==> config.mk <==
export PLATFORM = sky130hd
export DESIGN_NAME = srmc_ctrl
export DESIGN_NICKNAME = d
export VERILOG_FILES = /design/src/srmc_pkg.sv /design/src/srmc_ctrl.sv /design/src/srmc_sync2.sv /design/src/srmc_timer.sv
export SDC_FILE = /design/constraint.sdc
export NUM_CORES = 1
export LEC_CHECK = 0
export ABC_AREA = 0
export BUFFER_PORTS_ARGS = -buffer_cell sky130_fd_sc_hd__buf_2
export CAP_MARGIN = 0
export CELL_PAD_IN_SITES_DETAIL_PLACEMENT = 1
export CELL_PAD_IN_SITES_GLOBAL_PLACEMENT = 1
export CORE_MARGIN = 1.5
export CORE_UTILIZATION = 40
export DETAILED_ROUTE_END_ITERATION = 7
export GPL_ROUTABILITY_DRIVEN = 0
export MAX_ROUTING_LAYER = met4
export PLACE_DENSITY_LB_ADDON = 0.1
export SYNTH_ARGS = -nofsm -noshare
export SYNTH_HDL_FRONTEND = slang
export SYNTH_SLANG_ARGS = --single-unit
export TNS_END_PERCENT = 50
==> constraint.sdc <==
create_clock -name core_clk -period 2.5 [get_ports core_clk]
set_input_delay 0.125 -clock core_clk [delete_from_list [all_inputs] [get_ports core_clk]]
set_output_delay 0.125 -clock core_clk [all_outputs]
set_load 0.05 [all_outputs]
==> src/srmc_pkg.sv <==
// package: constants and state types of the sync rectifier mode control
package srmc_pkg;
	// ----------------------------------------
	// clock and timing
	// ----------------------------------------
	localparam int CLK_MHZ = 40;
	localparam int POWERUP_US = 25;
	localparam int POWERUP_CYC = POWERUP_US * CLK_MHZ;
	localparam int TMR_W = 12;
	localparam logic [TMR_W-1:0] MIN_ON_DEF = 12'h0_00E;
	localparam logic [TMR_W-1:0] OFF_DEF = 12'h0_014;
	localparam logic [TMR_W-1:0] TMR_ZERO = 12'h0_000;
	localparam logic [TMR_W-1:0] TMR_ONE = 12'h0_001;
	localparam logic [10:0] PUP_LOAD = 11'(POWERUP_CYC);
	localparam logic [10:0] PUP_ZERO = 11'h000;
	localparam logic [10:0] PUP_ONE = 11'h001;

	// ----------------------------------------
	// modes
	// ----------------------------------------
	typedef enum logic [1:0] {
		SRMC_SLEEP,
		SRMC_POWERUP,
		SRMC_LIGHT,
		SRMC_ACTIVE
	} srmc_mode_t;
endpackage

==> src/srmc_ctrl.sv <==
// mode state machine of the secondary-side synchronous rectifier
`timescale 1ns/10ps
`default_nettype none
module srmc_ctrl (
	input wire logic core_clk,
	input wire logic sys_rst,
	input wire logic vds_below_on_in,
	input wire logic vds_above_off_in,
	input wire logic drain_above_arm_in,
	input wire logic sync_low_in,
	input wire logic enable_above_on_in,
	input wire logic enable_below_off_in,
	input wire logic enable_zero_in,
	input wire logic supply_above_rise_in,
	input wire logic supply_below_fall_in,
	input wire logic temp_over_in,
	input wire logic temp_recovered_in,
	input wire logic [srmc_pkg::TMR_W-1:0] min_on_len,
	input wire logic [srmc_pkg::TMR_W-1:0] off_len,
	output logic gate_on,
	output logic thermal_flag_output,
	output logic enable_pulldown,
	output logic enable_start_current,
	output logic enable_run_current,
	output logic arm_flag,
	output srmc_pkg::srmc_mode_t mode
);
	// ----------------------------------------
	// synchronised comparator flags
	// ----------------------------------------
	localparam int NSYNC = 11;
	logic [NSYNC-1:0] raw_flags;
	logic [NSYNC-1:0] s_flags;
	logic vds_on;
	logic vds_off;
	logic drain_arm;
	logic sync_low;
	logic en_on;
	logic en_off;
	logic en_zero;
	logic sup_ok;
	logic sup_low;
	logic t_over;
	logic t_rec;

	// comparators switch on their own analog timing, so every flag is resynchronised
	assign raw_flags = {
		vds_below_on_in,
		vds_above_off_in,
		drain_above_arm_in,
		sync_low_in,
		enable_above_on_in,
		enable_below_off_in,
		enable_zero_in,
		supply_above_rise_in,
		supply_below_fall_in,
		temp_over_in,
		temp_recovered_in
	};

	srmc_sync2 #(.W(NSYNC)) u_sync (
		.core_clk(core_clk),
		.sys_rst(sys_rst),
		.async_in(raw_flags),
		.sync_out(s_flags)
	);

	assign vds_on = s_flags[10];
	assign vds_off = s_flags[9];
	assign drain_arm = s_flags[8];
	assign sync_low = s_flags[7];
	assign en_on = s_flags[6];
	assign en_off = s_flags[5];
	assign en_zero = s_flags[4];
	assign sup_ok = s_flags[3];
	assign sup_low = s_flags[2];
	assign t_over = s_flags[1];
	assign t_rec = s_flags[0];

	// ----------------------------------------
	// state
	// ----------------------------------------
	typedef struct packed {
		srmc_pkg::srmc_mode_t mode;
		logic gate;
		logic arm;
		logic early_off;
		logic skip_next;
		logic long_on;
		logic cond_seen;
		logic diode_long;
		logic drain_hi;
		logic sync_prev;
		logic supply_lockout;
		logic therm;
		logic run_cur;
		// power-up interval counted in core clocks
		logic [10:0] pup;
	} srmc_st_t;

	srmc_st_t st_q;
	srmc_st_t st_d;

	logic on_start;
	logic on_clear;
	logic on_run;
	logic off_start;
	logic off_run;
	logic sync_fall;
	logic drain_rise;
	logic turn_on;
	logic turn_off;

	assign sync_fall = sync_low & ~st_q.sync_prev;
	assign drain_rise = drain_arm & ~st_q.drain_hi;

	// ----------------------------------------
	// timers
	// ----------------------------------------
	srmc_timer u_min_on (
		.core_clk(core_clk),
		.sys_rst(sys_rst),
		.start(on_start),
		.clear(on_clear),
		.load_val(min_on_len),
		.running(on_run),
		.expired()
	);

	srmc_timer u_off (
		.core_clk(core_clk),
		.sys_rst(sys_rst),
		.start(off_start),
		.clear(on_clear),
		.load_val(off_len),
		.running(off_run),
		.expired()
	);

	// ----------------------------------------
	// switching cycle decisions
	// ----------------------------------------
	function automatic logic is_light(input srmc_pkg::srmc_mode_t m);
		is_light = (m == srmc_pkg::SRMC_LIGHT);
	endfunction

	function automatic logic is_active(input srmc_pkg::srmc_mode_t m);
		is_active = (m == srmc_pkg::SRMC_ACTIVE);
	endfunction

	function automatic logic in_run(input srmc_pkg::srmc_mode_t m);
		in_run = is_light(m) || is_active(m);
	endfunction

	always_comb begin
		off_start = in_run(st_q.mode) && (sync_fall || drain_rise);
		// sensing is masked while the off timer runs, and in its start cycle
		turn_on = is_active(st_q.mode)
			&& st_q.long_on
			&& !st_q.gate
			&& st_q.arm
			&& !off_run
			&& !off_start
			&& vds_on
			&& !sync_low
			&& !st_q.supply_lockout
			&& !st_q.skip_next;
		// min-on masks vds but never the sync pulse
		turn_off = st_q.gate
			&& (sync_low
			|| st_q.supply_lockout
			|| (!on_run && vds_off));
	end

	always_comb begin
		st_d = st_q;
		on_clear = 1'b0;
		on_start = turn_on;
		st_d.sync_prev = sync_low;
		st_d.drain_hi = drain_arm;

		// ----------------------------------------
		// supply lockout and thermal flag
		// ----------------------------------------
		// lockout set wins over recovery, so a brown-out is never missed
		if (sup_low) begin
			st_d.supply_lockout = 1'b1;
		end else if (sup_ok) begin
			st_d.supply_lockout = 1'b0;
		end

		// thermal flag: set wins over recovery
		if (t_over) begin
			st_d.therm = 1'b1;
		end else if (t_rec) begin
			st_d.therm = 1'b0;
		end

		// ----------------------------------------
		// arming and gate drive
		// ----------------------------------------
		// arming: drain above arming level while off in light-load or active mode
		if (turn_on) begin
			st_d.arm = 1'b0;
		end else if (drain_arm && !st_q.gate && in_run(st_q.mode)) begin
			st_d.arm = 1'b1;
		end

		if (turn_on) begin
			st_d.gate = 1'b1;
			st_d.early_off = 1'b0;
			st_d.skip_next = 1'b0;
		end else if (turn_off) begin
			st_d.gate = 1'b0;
			st_d.long_on = !on_run;
		end

		// a turn-off level inside min-on is masked, it only marks the cycle as short
		if (st_q.gate && on_run && vds_off) begin
			st_d.early_off = 1'b1;
		end

		// ----------------------------------------
		// light-load: body-diode conduction timed by min-on
		// ----------------------------------------
		if (is_light(st_q.mode) && !st_q.gate) begin
			if (vds_on && !st_q.cond_seen && st_q.arm && !off_run) begin
				st_d.cond_seen = 1'b1;
				on_start = 1'b1;
			end else if (st_q.cond_seen && !vds_on) begin
				st_d.cond_seen = 1'b0;
				st_d.diode_long = !on_run;
			end
		end

		// ----------------------------------------
		// cycle boundary at the drain rise
		// ----------------------------------------
		if (drain_rise && in_run(st_q.mode)) begin
			st_d.skip_next = 1'b0;
			st_d.cond_seen = 1'b0;
			if (is_light(st_q.mode) && st_q.diode_long) begin
				st_d.mode = srmc_pkg::SRMC_ACTIVE;
				st_d.long_on = 1'b1;
				st_d.diode_long = 1'b0;
			end else if (is_active(st_q.mode) && (st_q.early_off || !st_q.long_on)) begin
				st_d.mode = srmc_pkg::SRMC_LIGHT;
				st_d.skip_next = st_q.early_off;
				st_d.early_off = 1'b0;
			end
		end

		// ----------------------------------------
		// mode sequencing
		// ----------------------------------------
		case (st_q.mode)
			srmc_pkg::SRMC_SLEEP: begin
				if (!st_q.supply_lockout && en_on) begin
					st_d.mode = srmc_pkg::SRMC_POWERUP;
					st_d.pup = srmc_pkg::PUP_LOAD;
				end
			end
			srmc_pkg::SRMC_POWERUP: begin
				if (st_q.pup == srmc_pkg::PUP_ONE || st_q.pup == srmc_pkg::PUP_ZERO) begin
					st_d.mode = srmc_pkg::SRMC_LIGHT;
					st_d.run_cur = 1'b1;
					st_d.pup = srmc_pkg::PUP_ZERO;
				end else begin
					st_d.pup = st_q.pup - srmc_pkg::PUP_ONE;
				end
			end
			srmc_pkg::SRMC_LIGHT: begin
			end
			srmc_pkg::SRMC_ACTIVE: begin
			end
			default: begin
				st_d.mode = srmc_pkg::SRMC_SLEEP;
			end
		endcase

		// ----------------------------------------
		// sleep entry
		// ----------------------------------------
		// sleep entry overrides everything: lockout, low enable, or enable at zero
		if (st_q.supply_lockout || en_off || en_zero) begin
			st_d.mode = srmc_pkg::SRMC_SLEEP;
			st_d.gate = 1'b0;
			st_d.arm = 1'b0;
			st_d.early_off = 1'b0;
			st_d.skip_next = 1'b0;
			st_d.long_on = 1'b0;
			st_d.cond_seen = 1'b0;
			st_d.diode_long = 1'b0;
			st_d.run_cur = 1'b0;
			st_d.pup = srmc_pkg::PUP_ZERO;
			on_clear = 1'b1;
		end
	end

	// lockout is assumed at reset until the supply comparator reports good
	always_ff @(posedge core_clk) begin
		if (sys_rst) begin
			st_q <= '{mode: srmc_pkg::SRMC_SLEEP, supply_lockout: 1'b1, default: '0};
		end else begin
			st_q <= st_d;
		end
	end

	// ----------------------------------------
	// outputs
	// ----------------------------------------
	assign gate_on = st_q.gate;
	assign thermal_flag_output = st_q.therm;
	// both sources stay off in lockout while the pull-down holds the pin
	assign enable_pulldown = st_q.supply_lockout;
	assign enable_start_current = !st_q.supply_lockout && !st_q.run_cur;
	assign enable_run_current = !st_q.supply_lockout && st_q.run_cur;
	assign arm_flag = st_q.arm;
	assign mode = st_q.mode;
endmodule
`default_nettype wire

==> src/srmc_sync2.sv <==
// two-flop synchroniser for a group of comparator flags
`timescale 1ns/10ps
`default_nettype none
module srmc_sync2 #(
	parameter int W = 8
) (
	input wire logic core_clk,
	input wire logic sys_rst,
	input wire logic [W-1:0] async_in,
	output logic [W-1:0] sync_out
);
	typedef struct packed {
		logic [W-1:0] s1;
		logic [W-1:0] s2;
	} srmc_sync_st_t;

	srmc_sync_st_t st_q;
	srmc_sync_st_t st_d;

	// first stage feeds only the second
	always_comb begin
		st_d = st_q;
		st_d.s1 = async_in;
		st_d.s2 = st_q.s1;
	end

	always_ff @(posedge core_clk) begin
		if (sys_rst) begin
			st_q <= '0;
		end else begin
			st_q <= st_d;
		end
	end

	assign sync_out = st_q.s2;
endmodule
`default_nettype wire

==> src/srmc_timer.sv <==
// loadable down counter used for the min-on and off timers
`timescale 1ns/10ps
`default_nettype none
module srmc_timer (
	input wire logic core_clk,
	input wire logic sys_rst,
	input wire logic start,
	input wire logic clear,
	input wire logic [srmc_pkg::TMR_W-1:0] load_val,
	output logic running,
	output logic expired
);
	typedef struct packed {
		logic [srmc_pkg::TMR_W-1:0] cnt;
		logic exp;
	} srmc_tmr_st_t;

	srmc_tmr_st_t st_q;
	srmc_tmr_st_t st_d;

	always_comb begin
		st_d = st_q;
		st_d.exp = 1'b0;
		if (clear) begin
			st_d.cnt = srmc_pkg::TMR_ZERO;
		end else if (start) begin
			// a zero length still runs one cycle
			st_d.cnt = (load_val == srmc_pkg::TMR_ZERO) ? srmc_pkg::TMR_ONE : load_val;
		end else if (st_q.cnt != srmc_pkg::TMR_ZERO) begin
			st_d.cnt = st_q.cnt - srmc_pkg::TMR_ONE;
			st_d.exp = (st_q.cnt == srmc_pkg::TMR_ONE);
		end
	end

	always_ff @(posedge core_clk) begin
		if (sys_rst) begin
			st_q <= '0;
		end else begin
			st_q <= st_d;
		end
	end

	assign running = (st_q.cnt != srmc_pkg::TMR_ZERO);
	assign expired = st_q.exp;
endmodule
`default_nettype wire
# After elaboration in Yosys (flattened, before gate mapping)
# Cells that the tools add are included.
dict set report word_totals {
  regBits 71
  latch_bits 0
  ramBits 0
  romBits 0
  inputBits 37
  output_inout_bits 8
  word_cells 134
  mem_count 0
}
dict set report classes {
  addsub 3
  multipliers 0
  div 0
  n_lt_le_gt_ge 0
  n_eq_ne 7
  shift 0
  n_mux 35
  bitwise 4
  reduce_logical 67
}
# cell n
set op_table {}
lappend op_table {{two-way mux 12 bit} 4}
lappend op_table {{logical AND 1 bit} 27}
lappend op_table {{two-way mux 13 bit} 2}
lappend op_table {{== test 12 x 1 -> 1 bit (second input constant)} 2}
lappend op_table {{zero test 12 bit} 2}
lappend op_table {{nonzero test 12 bit} 2}
lappend op_table {{subtractor 12 x 1 -> 12 bit (second input constant)} 2}
lappend op_table {{two-way mux 11 bit} 2}
lappend op_table {{one-hot mux 11 bit (2 select lines)} 1}
lappend op_table {{two-way mux 2 bit} 10}
lappend op_table {{two-way mux 1 bit} 14}
lappend op_table {{nonzero test 2 bit} 7}
lappend op_table {{== test 11 x 1 -> 1 bit (second input constant)} 1}
lappend op_table {{zero test 1 bit} 11}
lappend op_table {{zero test 11 bit} 1}
lappend op_table {{subtractor 11 x 1 -> 11 bit (second input constant)} 1}
lappend op_table {{logical OR 1 bit} 8}
lappend op_table {{AND reduction 2 bit} 3}
lappend op_table {{OR reduction 2 bit} 3}
lappend op_table {{OR reduction 3 bit} 2}
lappend op_table {{two-way mux 5 bit} 1}
lappend op_table {{== test 2 bit (second input constant)} 2}
lappend op_table {{one-hot mux 2 bit (2 select lines)} 1}
lappend op_table {{AND 1 bit} 2}
lappend op_table {{4 further kinds} 5}

# Depth between registers and ports, before layout
# Gate-level depths: netlist of the first run.
dict set report logic_depth {
  ltp_word 15
  mapped_depth 8
  ltp_nobuf 7
}

# By module
# A second synthesis of the first run with hierarchy kept.
dict set report unflattened {
  hier_cells 368
  hier_area_um2 3484.6
}
# mod n_inst cells_per_inst area_per_inst_um2 seq_area_each_um2
set by_module_without_submodules {}
lappend by_module_without_submodules {srmc_timer 2 84 752.0 260.2}
lappend by_module_without_submodules {srmc_ctrl 1 154 1340.0 500.5}
lappend by_module_without_submodules {srmc_sync2 1 46 640.6 440.4}

# Least setup slack after synthesis of the first run
# No wires, ideal clock.
dict set report synth_path {
  kind {reg2reg}
  startpoint {register st_q, in the netlist enable_pulldown}
  endpoint {register u_min_on.st_q[2] (netlist name)}
  setup_ns 0.132
  arrival_ns 1.986
  required_time_ns 2.368
  setup_slack_ns 0.382
  path_stages_with_launch 8
  path_buffers 2
  synth_period_minus_slack_ns 2.118
  path_cell_list {dfxtp_1 buf_2 or2_1 o32a_1 or3_4 buf_6 o211ai_1 a21oi_1}
}
dict set report synth_via {
  elab_chain_len 6
  elab_cells_between_ends 11
  classes_between {mux: 4; reduce/logical: 7}
}
# element line
set synth_rtl {}
lappend synth_rtl {{start: declaration} srmc_ctrl.sv:101} ;# srmc_st_t st_q;
lappend synth_rtl {{start signal: assignment} srmc_ctrl.sv:305} ;# st_q <= st_d;
lappend synth_rtl {{zero test 1 bit} srmc_ctrl.sv:166} ;# && !st_q.supply_lockout
lappend synth_rtl {{logical AND 1 bit} srmc_ctrl.sv:166}
lappend synth_rtl {{logical AND 1 bit} srmc_ctrl.sv:167} ;# && !st_q.skip_next;
lappend synth_rtl {{two-way mux 1 bit} srmc_ctrl.sv:227} ;# if (vds_on && !st_q.cond_seen && st_q.arm && !off_run) begin
lappend synth_rtl {{two-way mux 1 bit} srmc_ctrl.sv:226} ;# if (is_light(st_q.mode) && !st_q.gate) begin
lappend synth_rtl {{two-way mux 12 bit / nonzero test 2 bit (equally long branches)} n/a}
lappend synth_rtl {{end signal: assignment} srmc_timer.sv:39} ;# st_q <= st_d;
lappend synth_rtl {{end: declaration} srmc_timer.sv:18} ;# srmc_tmr_st_t st_q;
# Parallel ways exist; a longest one is shown, timed or not.
# A chain may end at the register's enable or synchronous reset.

# Worst setup path in the final report of the first run
dict set report layout_path {
  startpoint {register u_off.st_q[3] (netlist name)}
  endpoint {register u_min_on.st_q[12] (netlist name)}
}
dict set report layout_via {
  elab_chain_len 11
  elab_cells_between_ends 13
  classes_between {mux: 3; reduce/logical: 10}
}
# element line
set layout_rtl {}
lappend layout_rtl {{start: declaration} srmc_timer.sv:18}
lappend layout_rtl {{start signal: assignment} srmc_timer.sv:39}
lappend layout_rtl {{nonzero test 12 bit (*)} srmc_timer.sv:43} ;# assign running = (st_q.cnt != srmc_pkg::TMR_ZERO);
lappend layout_rtl {{zero test 1 bit (*)} {srmc_ctrl.sv:162, srmc_ctrl.sv:227}}
lappend layout_rtl {{logical AND 1 bit} srmc_ctrl.sv:162} ;# && !off_run
lappend layout_rtl {{logical AND 1 bit} srmc_ctrl.sv:163} ;# && !off_start
lappend layout_rtl {{logical AND 1 bit} srmc_ctrl.sv:164} ;# && vds_on
lappend layout_rtl {{logical AND 1 bit} srmc_ctrl.sv:165} ;# && !sync_low
lappend layout_rtl {{logical AND 1 bit} srmc_ctrl.sv:166}
lappend layout_rtl {{logical AND 1 bit} srmc_ctrl.sv:167}
lappend layout_rtl {{two-way mux 1 bit} srmc_ctrl.sv:227}
lappend layout_rtl {{two-way mux 1 bit (*)} srmc_ctrl.sv:226}
lappend layout_rtl {{two-way mux 12 bit / nonzero test 2 bit (equally long branches)} n/a}
# Mark *: on every way between the ends. The rest lies on a longest branch, timed or not.

==> results of run 1 <==
## layout by cell type (no fill, tap or decap), types with 3 or more instances in the layout
cell type	synthesis	routed
clkbuf_8	0	9
inv_1	12	12
a211oi_1	9	9
mux2i_1	5	5
nor4_2	3	3
dfxtp_1	71	71
nor4_1	6	6
inv_6	0	3
a31oi_1	7	7
nor2b_1	31	31
nand3_1	16	16
o21a_1	3	3
or4_1	6	6
and2_1	3	3
o21ai_0	18	18
nand2_1	30	30
xor2_1	6	6
nand2b_1	5	5
xnor2_1	4	4
nand3b_1	4	4
or3_1	5	5
nor3_1	17	17
ha_1	6	6
o31ai_1	3	3
nor2_1	36	36
buf_4	2	6
o22ai_1	3	3
a211oi_2	3	3
buf_2	3	44
dlygate4sd3_1	0	11
a21oi_1	28	28
o211ai_1	3	3
## cells by family (layout without fill, tap and decap cells)
| kind of cell | Yosys count | after routing | synth area share |
|---|---|---|---|
| adders and majority gates | 6 | 6 | 0.0227 |
| and+or+nand+nor | 174 | 174 | 0.295 |
| AOI/OAI and AO/OA | 87 | 87 | 0.166 |
| xor gates and xnor gates | 10 | 10 | 0.0265 |
| muxes | 6 | 6 | 0.0186 |
| buffers and inverters | 31 | 89 | 0.0409 |
| DFF | 71 | 71 | 0.430 |
## where the power goes
part	total (mW)	switching [mW]	internal, mW	leakage [nW]
Sequential	1.16	0.00731	1.15	0.577
Clock	1.04	0.467	0.572	0.107
Combinational	0.0952	0.0467	0.0485	0.821
Total	2.29	0.521	1.77	1.50
## worst max-delay path, delay by kind of cell (launching register included)
family | cells | cell delay [ps]
compound gates | 1 | 60
flops | 1 | 370
simple gates | 4 | 1580
## layer usage
metal	global-route usage	vias up	routed length (um)
li1	-	1474	-
met1	0.248	1406	3750
met2	0.330	43	3820
met3	0.0437	6	239
met4	0.0684	0	39
met5	-	-	0
## flip-flops by register name, indices dropped and copies added, names as in the netlist
register             count
st_q                    19
u_min_on.st_q           12
u_off.st_q              12
u_sync.st_d             11
u_sync.sync_out         11
mode                     2
arm_flag                 1
enable_pulldown          1
gate_on                  1
thermal_flag_output      1
## worst max-delay path by stage
stage,end,slack (ps),cells past startpoint
after floorplan,u_min_on.st_q[2]$_SDFFE_PP0P_,380,7
after global placement,u_min_on.st_q[2]$_SDFFE_PP0P_,440,5
after detailed placement,u_min_on.st_q[12]$_SDFFE_PP0P_,360,5
after CTS,u_min_on.st_q[12]$_SDFFE_PP0P_,350,5
after global routing,u_min_on.st_q[2]$_SDFFE_PP0P_,160,5
final,u_min_on.st_q[12]$_SDFFE_PP0P_,350,5
## repair_timing
action                    in CTS  in global routing
resized for setup              0                  0
hold buffers                  11                  0
hold endpoints to repair      11                  0
## area by class of cell
cell class | count | area, um^2
tap | 102 | 128
clock inverter | 7 | 101
timing repair buffer | 61 | 375
multi-input combinational | 283 | 1750
sequential | 71 | 1420
clock buffer | 9 | 124
inverter | 12 | 45.0
fill | 963 | 3910
==> run_results.csv, run 1 <==
group,metric,value,unit
run_status,outcome,"finished clean",
synth,synth.cell_area,0.00330,mm^2
route,drc,0,
worst_setup_path,worstPathCellList,"nor4_4 > nand4_4 > or3_4 > nor2_1 > a211oi_2",
layout,nNetsFinal,481,
layout,antennaDiodeCount,0,
layout,post-route-util,0.502,
clock_tree,root_buffer,"clkbuf_8",
synth,synth_top_area_share,0.430,
sta,whs,38.1,ps
placement,io_buffers,44,
global_routing,grt_pass1_wl,13.6,mm
route,ant_nets,0,
synth,netlist_instances,385,
sta,grt_setup_unrepaired,"no",
clock_tree,cts_buffer_depth,2,
worst_setup_path,required,2720,ps
clock_tree,postCtsSetupRepairBufs,0,
worst_hold_path,min_from,"min_on_len[3]",
worst_setup_path,crit_slowest_cell,"or3_4",
layout,final_area,0.00394,mm^2
synth,yosys-top-cells-area,"dfxtp_1, nor2b_1, a21oi_1, nor2_1, nand2_1",
global_routing,grt-ovfl-total,0,
die,die_y,93.9,um
worst_setup_path,start_kind,"register",
route,viasPerCell,5.37,
worst_setup_path,crit_arrival,2370,ps
sta,timing.final.crit_share,0.860,
synth,ys_ff_latch,71,
worst_setup_path,startpoint,"u_off.st_q[3]$_SDFFE_PP0P_",
power_and_ir_drop,p_leak,1.50,nW
clock_tree,path_clk_slew,90,ps
worst_setup_path,reg2reg_depth,5,
sta,finalMaxSlewViolations,0,
global_routing,track_usage,0.202,
placement,placed_cells,518,
placement,dp_hpwl,5.71,mm
power_and_ir_drop,vdd_drop_max,0.420,mV
power_and_ir_drop,total_power,2.29,mW
synth,ys_seq_area_frac,0.430,
clock_tree,ctsHtreeMaxLevel,3,
layout,fin_cells,545,
clock_tree,cts_buffers,9,
global_routing,grt_max_degree,30,
route,drt_iter0_markers,86,
worst_setup_path,worst-r2r-setup-slack,350,ps
sta,worstMarginPinSlew,977,ps
synth,yosys.area.top_type,"dfxtp_1",
placement,dpl_cell_area,0.00360,mm^2
placement,pre_cts_slack,363,ps
synth,synth_warnings,0,
synth,synth-async-reset-ratio,0,
sta,finalCriticalPeriod,2150,ps
die,die_area,0.00881,mm^2
sta,report.final.hold_viol_count,0,
layout,drive_gt1_frac,0.178,
sta,worst_slack,350,ps
route,post_drt_wl_per_cell,14.4,um
worst_hold_path,hold_path_class,"primary input to register",
sta,relSlewSlack,0.345,
die,start_util,0.421,
power_and_ir_drop,power.density,581,mW/mm^2
worst_hold_path,hold_path_end,"u_min_on.st_q[4]$_SDFFE_PP0P_",
route,dr.pass1.iters,4,
global_routing,grt_pass1_vias,2897,
worst_setup_path,reg2reg_from,"u_off.st_q[3]$_SDFFE_PP0P_",
synth,synth_ff_type,"dfxtp_1",
route,wl,7.85,mm
sta,clock.fmax,465,MHz
synth,post-synth-top-count-cell,"dfxtp_1",
worst_setup_path,cp_max_fo,14,
synth,synth_edf_count,0,
die,coreArea,0.00785,mm^2
worst_setup_path,cpPeakStageDelay,570,ps
worst_hold_path,whs_path_depth,3,
worst_setup_path,worstSetupPathType,"register to register",
die,num_io_pins,45,
clock_tree,clk_latency,350,ps
sta,finalSetupTns,0,ps
synth,netlist_top_cells_count,"dfxtp_1, nor2_1, nor2b_1",
global_routing,antenna_found_initial,0,
flow_run,drv_cap,0,
die,die_x,93.9,um
worst_setup_path,r2r_end,"u_min_on.st_q[12]$_SDFFE_PP0P_",
sta,skew,11.0,ps
clock_tree,clock_sinks,71,
synth,ys_types,49,
clock_tree,cts_tree,"yes",
synth,synth_nets,428,
layout,syn_to_final_growth,19.3,%
route,vias,2929,
worst_setup_path,end_kind,"register",
synth,avgSynthCellArea,8.58,um^2
sta,setup_viol,0,
die,row_count,32,
Power figures use the tool's default switching activity.
==> run 2, diff against run 1 <==
--- a/config.mk
+++ b/config.mk
@@ -5,13 +5,14 @@
 export SDC_FILE = /design/constraint.sdc
 export NUM_CORES = 1
 export LEC_CHECK = 0
-export ABC_AREA = 0
+export ABC_AREA = 1
 export BUFFER_PORTS_ARGS = -buffer_cell sky130_fd_sc_hd__buf_2
 export CAP_MARGIN = 0
 export CELL_PAD_IN_SITES_DETAIL_PLACEMENT = 1
 export CELL_PAD_IN_SITES_GLOBAL_PLACEMENT = 1
 export CORE_MARGIN = 1.5
 export CORE_UTILIZATION = 40
+export CTS_CLUSTER_SIZE = 16
 export DETAILED_ROUTE_END_ITERATION = 7
 export GPL_ROUTABILITY_DRIVEN = 0
 export MAX_ROUTING_LAYER = met4
==> constraint.sdc (replaced) <==
create_clock -name core_clk -period 2.74 [get_ports core_clk]
set_input_delay 0.137 -clock core_clk [delete_from_list [all_inputs] [get_ports core_clk]]
set_output_delay 0.137 -clock core_clk [all_outputs]
set_load 0.05 [all_outputs]
==> run_results.csv, run 2 <==
group,metric,value,unit
clock_tree,cts_buffers,9,
clock_tree,path_clk_slew,90,ps
synth,synth_top_area_share,0.409,
sta,clock.fmax,505,MHz
layout,drive_gt1_frac,0.133,
global_routing,antenna_found_initial,0,
sta,report.final.hold_viol_count,0,
placement,io_buffers,44,
clock_tree,root_buffer,"clkbuf_8",
die,num_io_pins,45,
clock_tree,cts_buffer_depth,2,
synth,ys_types,34,
clock_tree,clock_sinks,71,
route,ant_nets,0,
sta,timing.final.crit_share,0.722,
global_routing,grt_pass1_wl,15.5,mm
worst_setup_path,crit_arrival,2200,ps
layout,reg.largest.list,"st_q: 19 flops, u_min_on.st_q: 12 flops, u_off.st_q: 12 flops",
sta,relSlewSlack,0.567,
layout,final_area,0.00409,mm^2
global_routing,grt_max_degree,35,
clock_tree,cts-resized-gates,0,
route,routed.top_layer,"met4",
synth,yosys.area.top_type,"dfxtp_1",
layout,top_register,"st_q",
worst_setup_path,end_kind,"register",
worst_setup_path,crit_slowest_cell,"dfxtp_1",
clock_tree,cts_tree,"yes",
route,post_drt_wl_per_cell,13.9,um
placement,placed_cells,648,
worst_setup_path,cp_max_fo,9,
route,wl_met3,293,um
die,coreArea,0.00830,mm^2
layout,largest_register_ffs,19,
die,die_y,96.2,um
worst_setup_path,worstPathCellList,"inv_1 > ha_1 > inv_1 > nor2_1 > nand3_1 > nor2_4 > nand3_2 > nand2_4 > inv_4 > o21ai_0 > nor2_1",
power_and_ir_drop,power.density,475,mW/mm^2
synth,synth_nets,550,
synth,netlist_top_cells_count,"nor2_1, nand2_1, inv_1",
route,vias,3290,
worst_hold_path,hold_path_class,"primary input to register",
layout,mostFrequentLayoutCells,"nor2_1, nand2_1, inv_1",
sta,worstMarginPinSlew,648,ps
route,dr_wl_met2,4.64,mm
route,wl_met1,4.36,mm
route,dr.pass1.iters,4,
power_and_ir_drop,vdd_drop_max,0.296,mV
synth,synth_warnings,0,
clock_tree,clk_latency,350,ps
power_and_ir_drop,total_power,1.94,mW
flow_run,drv_cap,0,
route,viasPerCell,4.87,
layout,antennaDiodeCount,0,
clock_tree,ctsHtreeMaxLevel,3,
synth,ys_seq_area_frac,0.409,
placement,dp_hpwl,7.12,mm
power_and_ir_drop,p_leak,1.94,nW
worst_setup_path,worstSetupPathType,"register to register",
global_routing,grt_pass1_vias,3294,
worst_setup_path,cpPeakStageDelay,320,ps
synth,synth_ff_type,"dfxtp_1",
global_routing,grt-ovfl-total,0,
synth,netlist_instances,507,
worst_setup_path,critical-path-top-delay-family,"simple AND/OR/NAND/NOR gates",
layout,fin_cells,675,
route,drt_iter0_markers,64,
route,wl,9.40,mm
die,die_x,96.2,um
synth,synth.cell_area,0.00347,mm^2
synth,avgSynthCellArea,6.85,um^2
placement,dpl_cell_area,0.00379,mm^2
synth,synth_edf_count,0,
worst_setup_path,worst-path-buf-inv,3,
worst_setup_path,required,2960,ps
sta,finalMaxSlewViolations,0,
sta,setup_viol,0,
sta,finalSetupTns,0,ps
sta,grt_setup_unrepaired,"no",
layout,nNetsFinal,608,
synth,post-synth-top-count-cell,"nor2_1",
synth,synth-async-reset-ratio,0,
die,die_area,0.00925,mm^2
run_status,outcome,"finished clean",
synth,yosys-top-cells-area,"dfxtp_1, nor2_1, nand2_1, inv_1, a21oi_1",
die,start_util,0.419,
worst_setup_path,start_kind,"register",
route,drc,0,
sta,skew,9.51,ps
synth,ys_ff_latch,71,
die,row_count,33,
layout,layout_commonest_cell,"nor2_1",
sta,finalCriticalPeriod,1980,ps
layout,syn_to_final_growth,17.6,%
global_routing,track_usage,0.227,
run 2: worst paths after layout:
check | from | endpoint | slack [ps] | cells after the start
hold reg to reg | u_sync.st_d[4]$_SDFF_PP0_ | u_sync.sync_out[4]$_SDFF_PP0_ | 410 | 2
hold / removal | off_len[10] | u_off.st_q[11]$_SDFFE_PP0P_ | 50 | 3
setup / recovery | u_off.st_q[1]$_SDFFE_PP0P_ | u_min_on.st_q[5]$_SDFFE_PP0P_ | 760 | 11
setup reg to reg | u_off.st_q[1]$_SDFFE_PP0P_ | u_min_on.st_q[5]$_SDFFE_PP0P_ | 760 | 11
run 2: through the flow:
stage          hold WS [ps]  setup WS [ps]   util
2_1_floorplan           244           1130      -
3_3_place_gp            336            834  0.457
3_5_place_dp            346            800  0.457
4_1_cts                34.2            758  0.492
5_1_grt                54.3            616  0.492
6_report               49.0            761  0.492
run 2: routing by layer:
metal	global-route usage	vias to the layer above
met3	0.0434	8
met4	0.0699	0
li1	-	1700
met5	-	-
met1	0.271	1539
met2	0.384	43
run 2: cell type report:
class,instances,area (um^2)
timing repair buffer,57,345
multi-input combinational,350,1720
fill,1107,4210
tap,105,131
inverter,76,288
sequential,71,1420
clock inverter,7,58.8
clock buffer,9,124
run 2: what timing repair did:
item	4_1_cts	5_1_grt
endpoints found under the setup margin	0	0
setup buffers	0	0
hold endpoints to repair	11	0
hold buffers	11	0
run 2: tightest hold or removal path, cell delays in order:
cell	delay [ps]
buf_2	100
nand2_1	60
a21oi_1	60
run 2: report_power, final:
| part | total, mW | switching [mW] | internal (mW) |
|---|---|---|---|
| Clock | 0.793 | 0.449 | 0.344 |
| Sequential | 1.06 | 0.00791 | 1.05 |
| Combinational | 0.0937 | 0.0524 | 0.0413 |
run 2: cell families after synthesis:
logic type               count (synthesis)  share of synthesized area
adder cells (fa/ha/maj)                  6                     0.0216
flip-flops                              71                      0.409
buffers and inverters                   86                     0.0965
AO/OA/AOI/OAI                           61                     0.0961
AND/OR/NAND/NOR                        262                      0.324
XOR/XNOR                                21                     0.0529
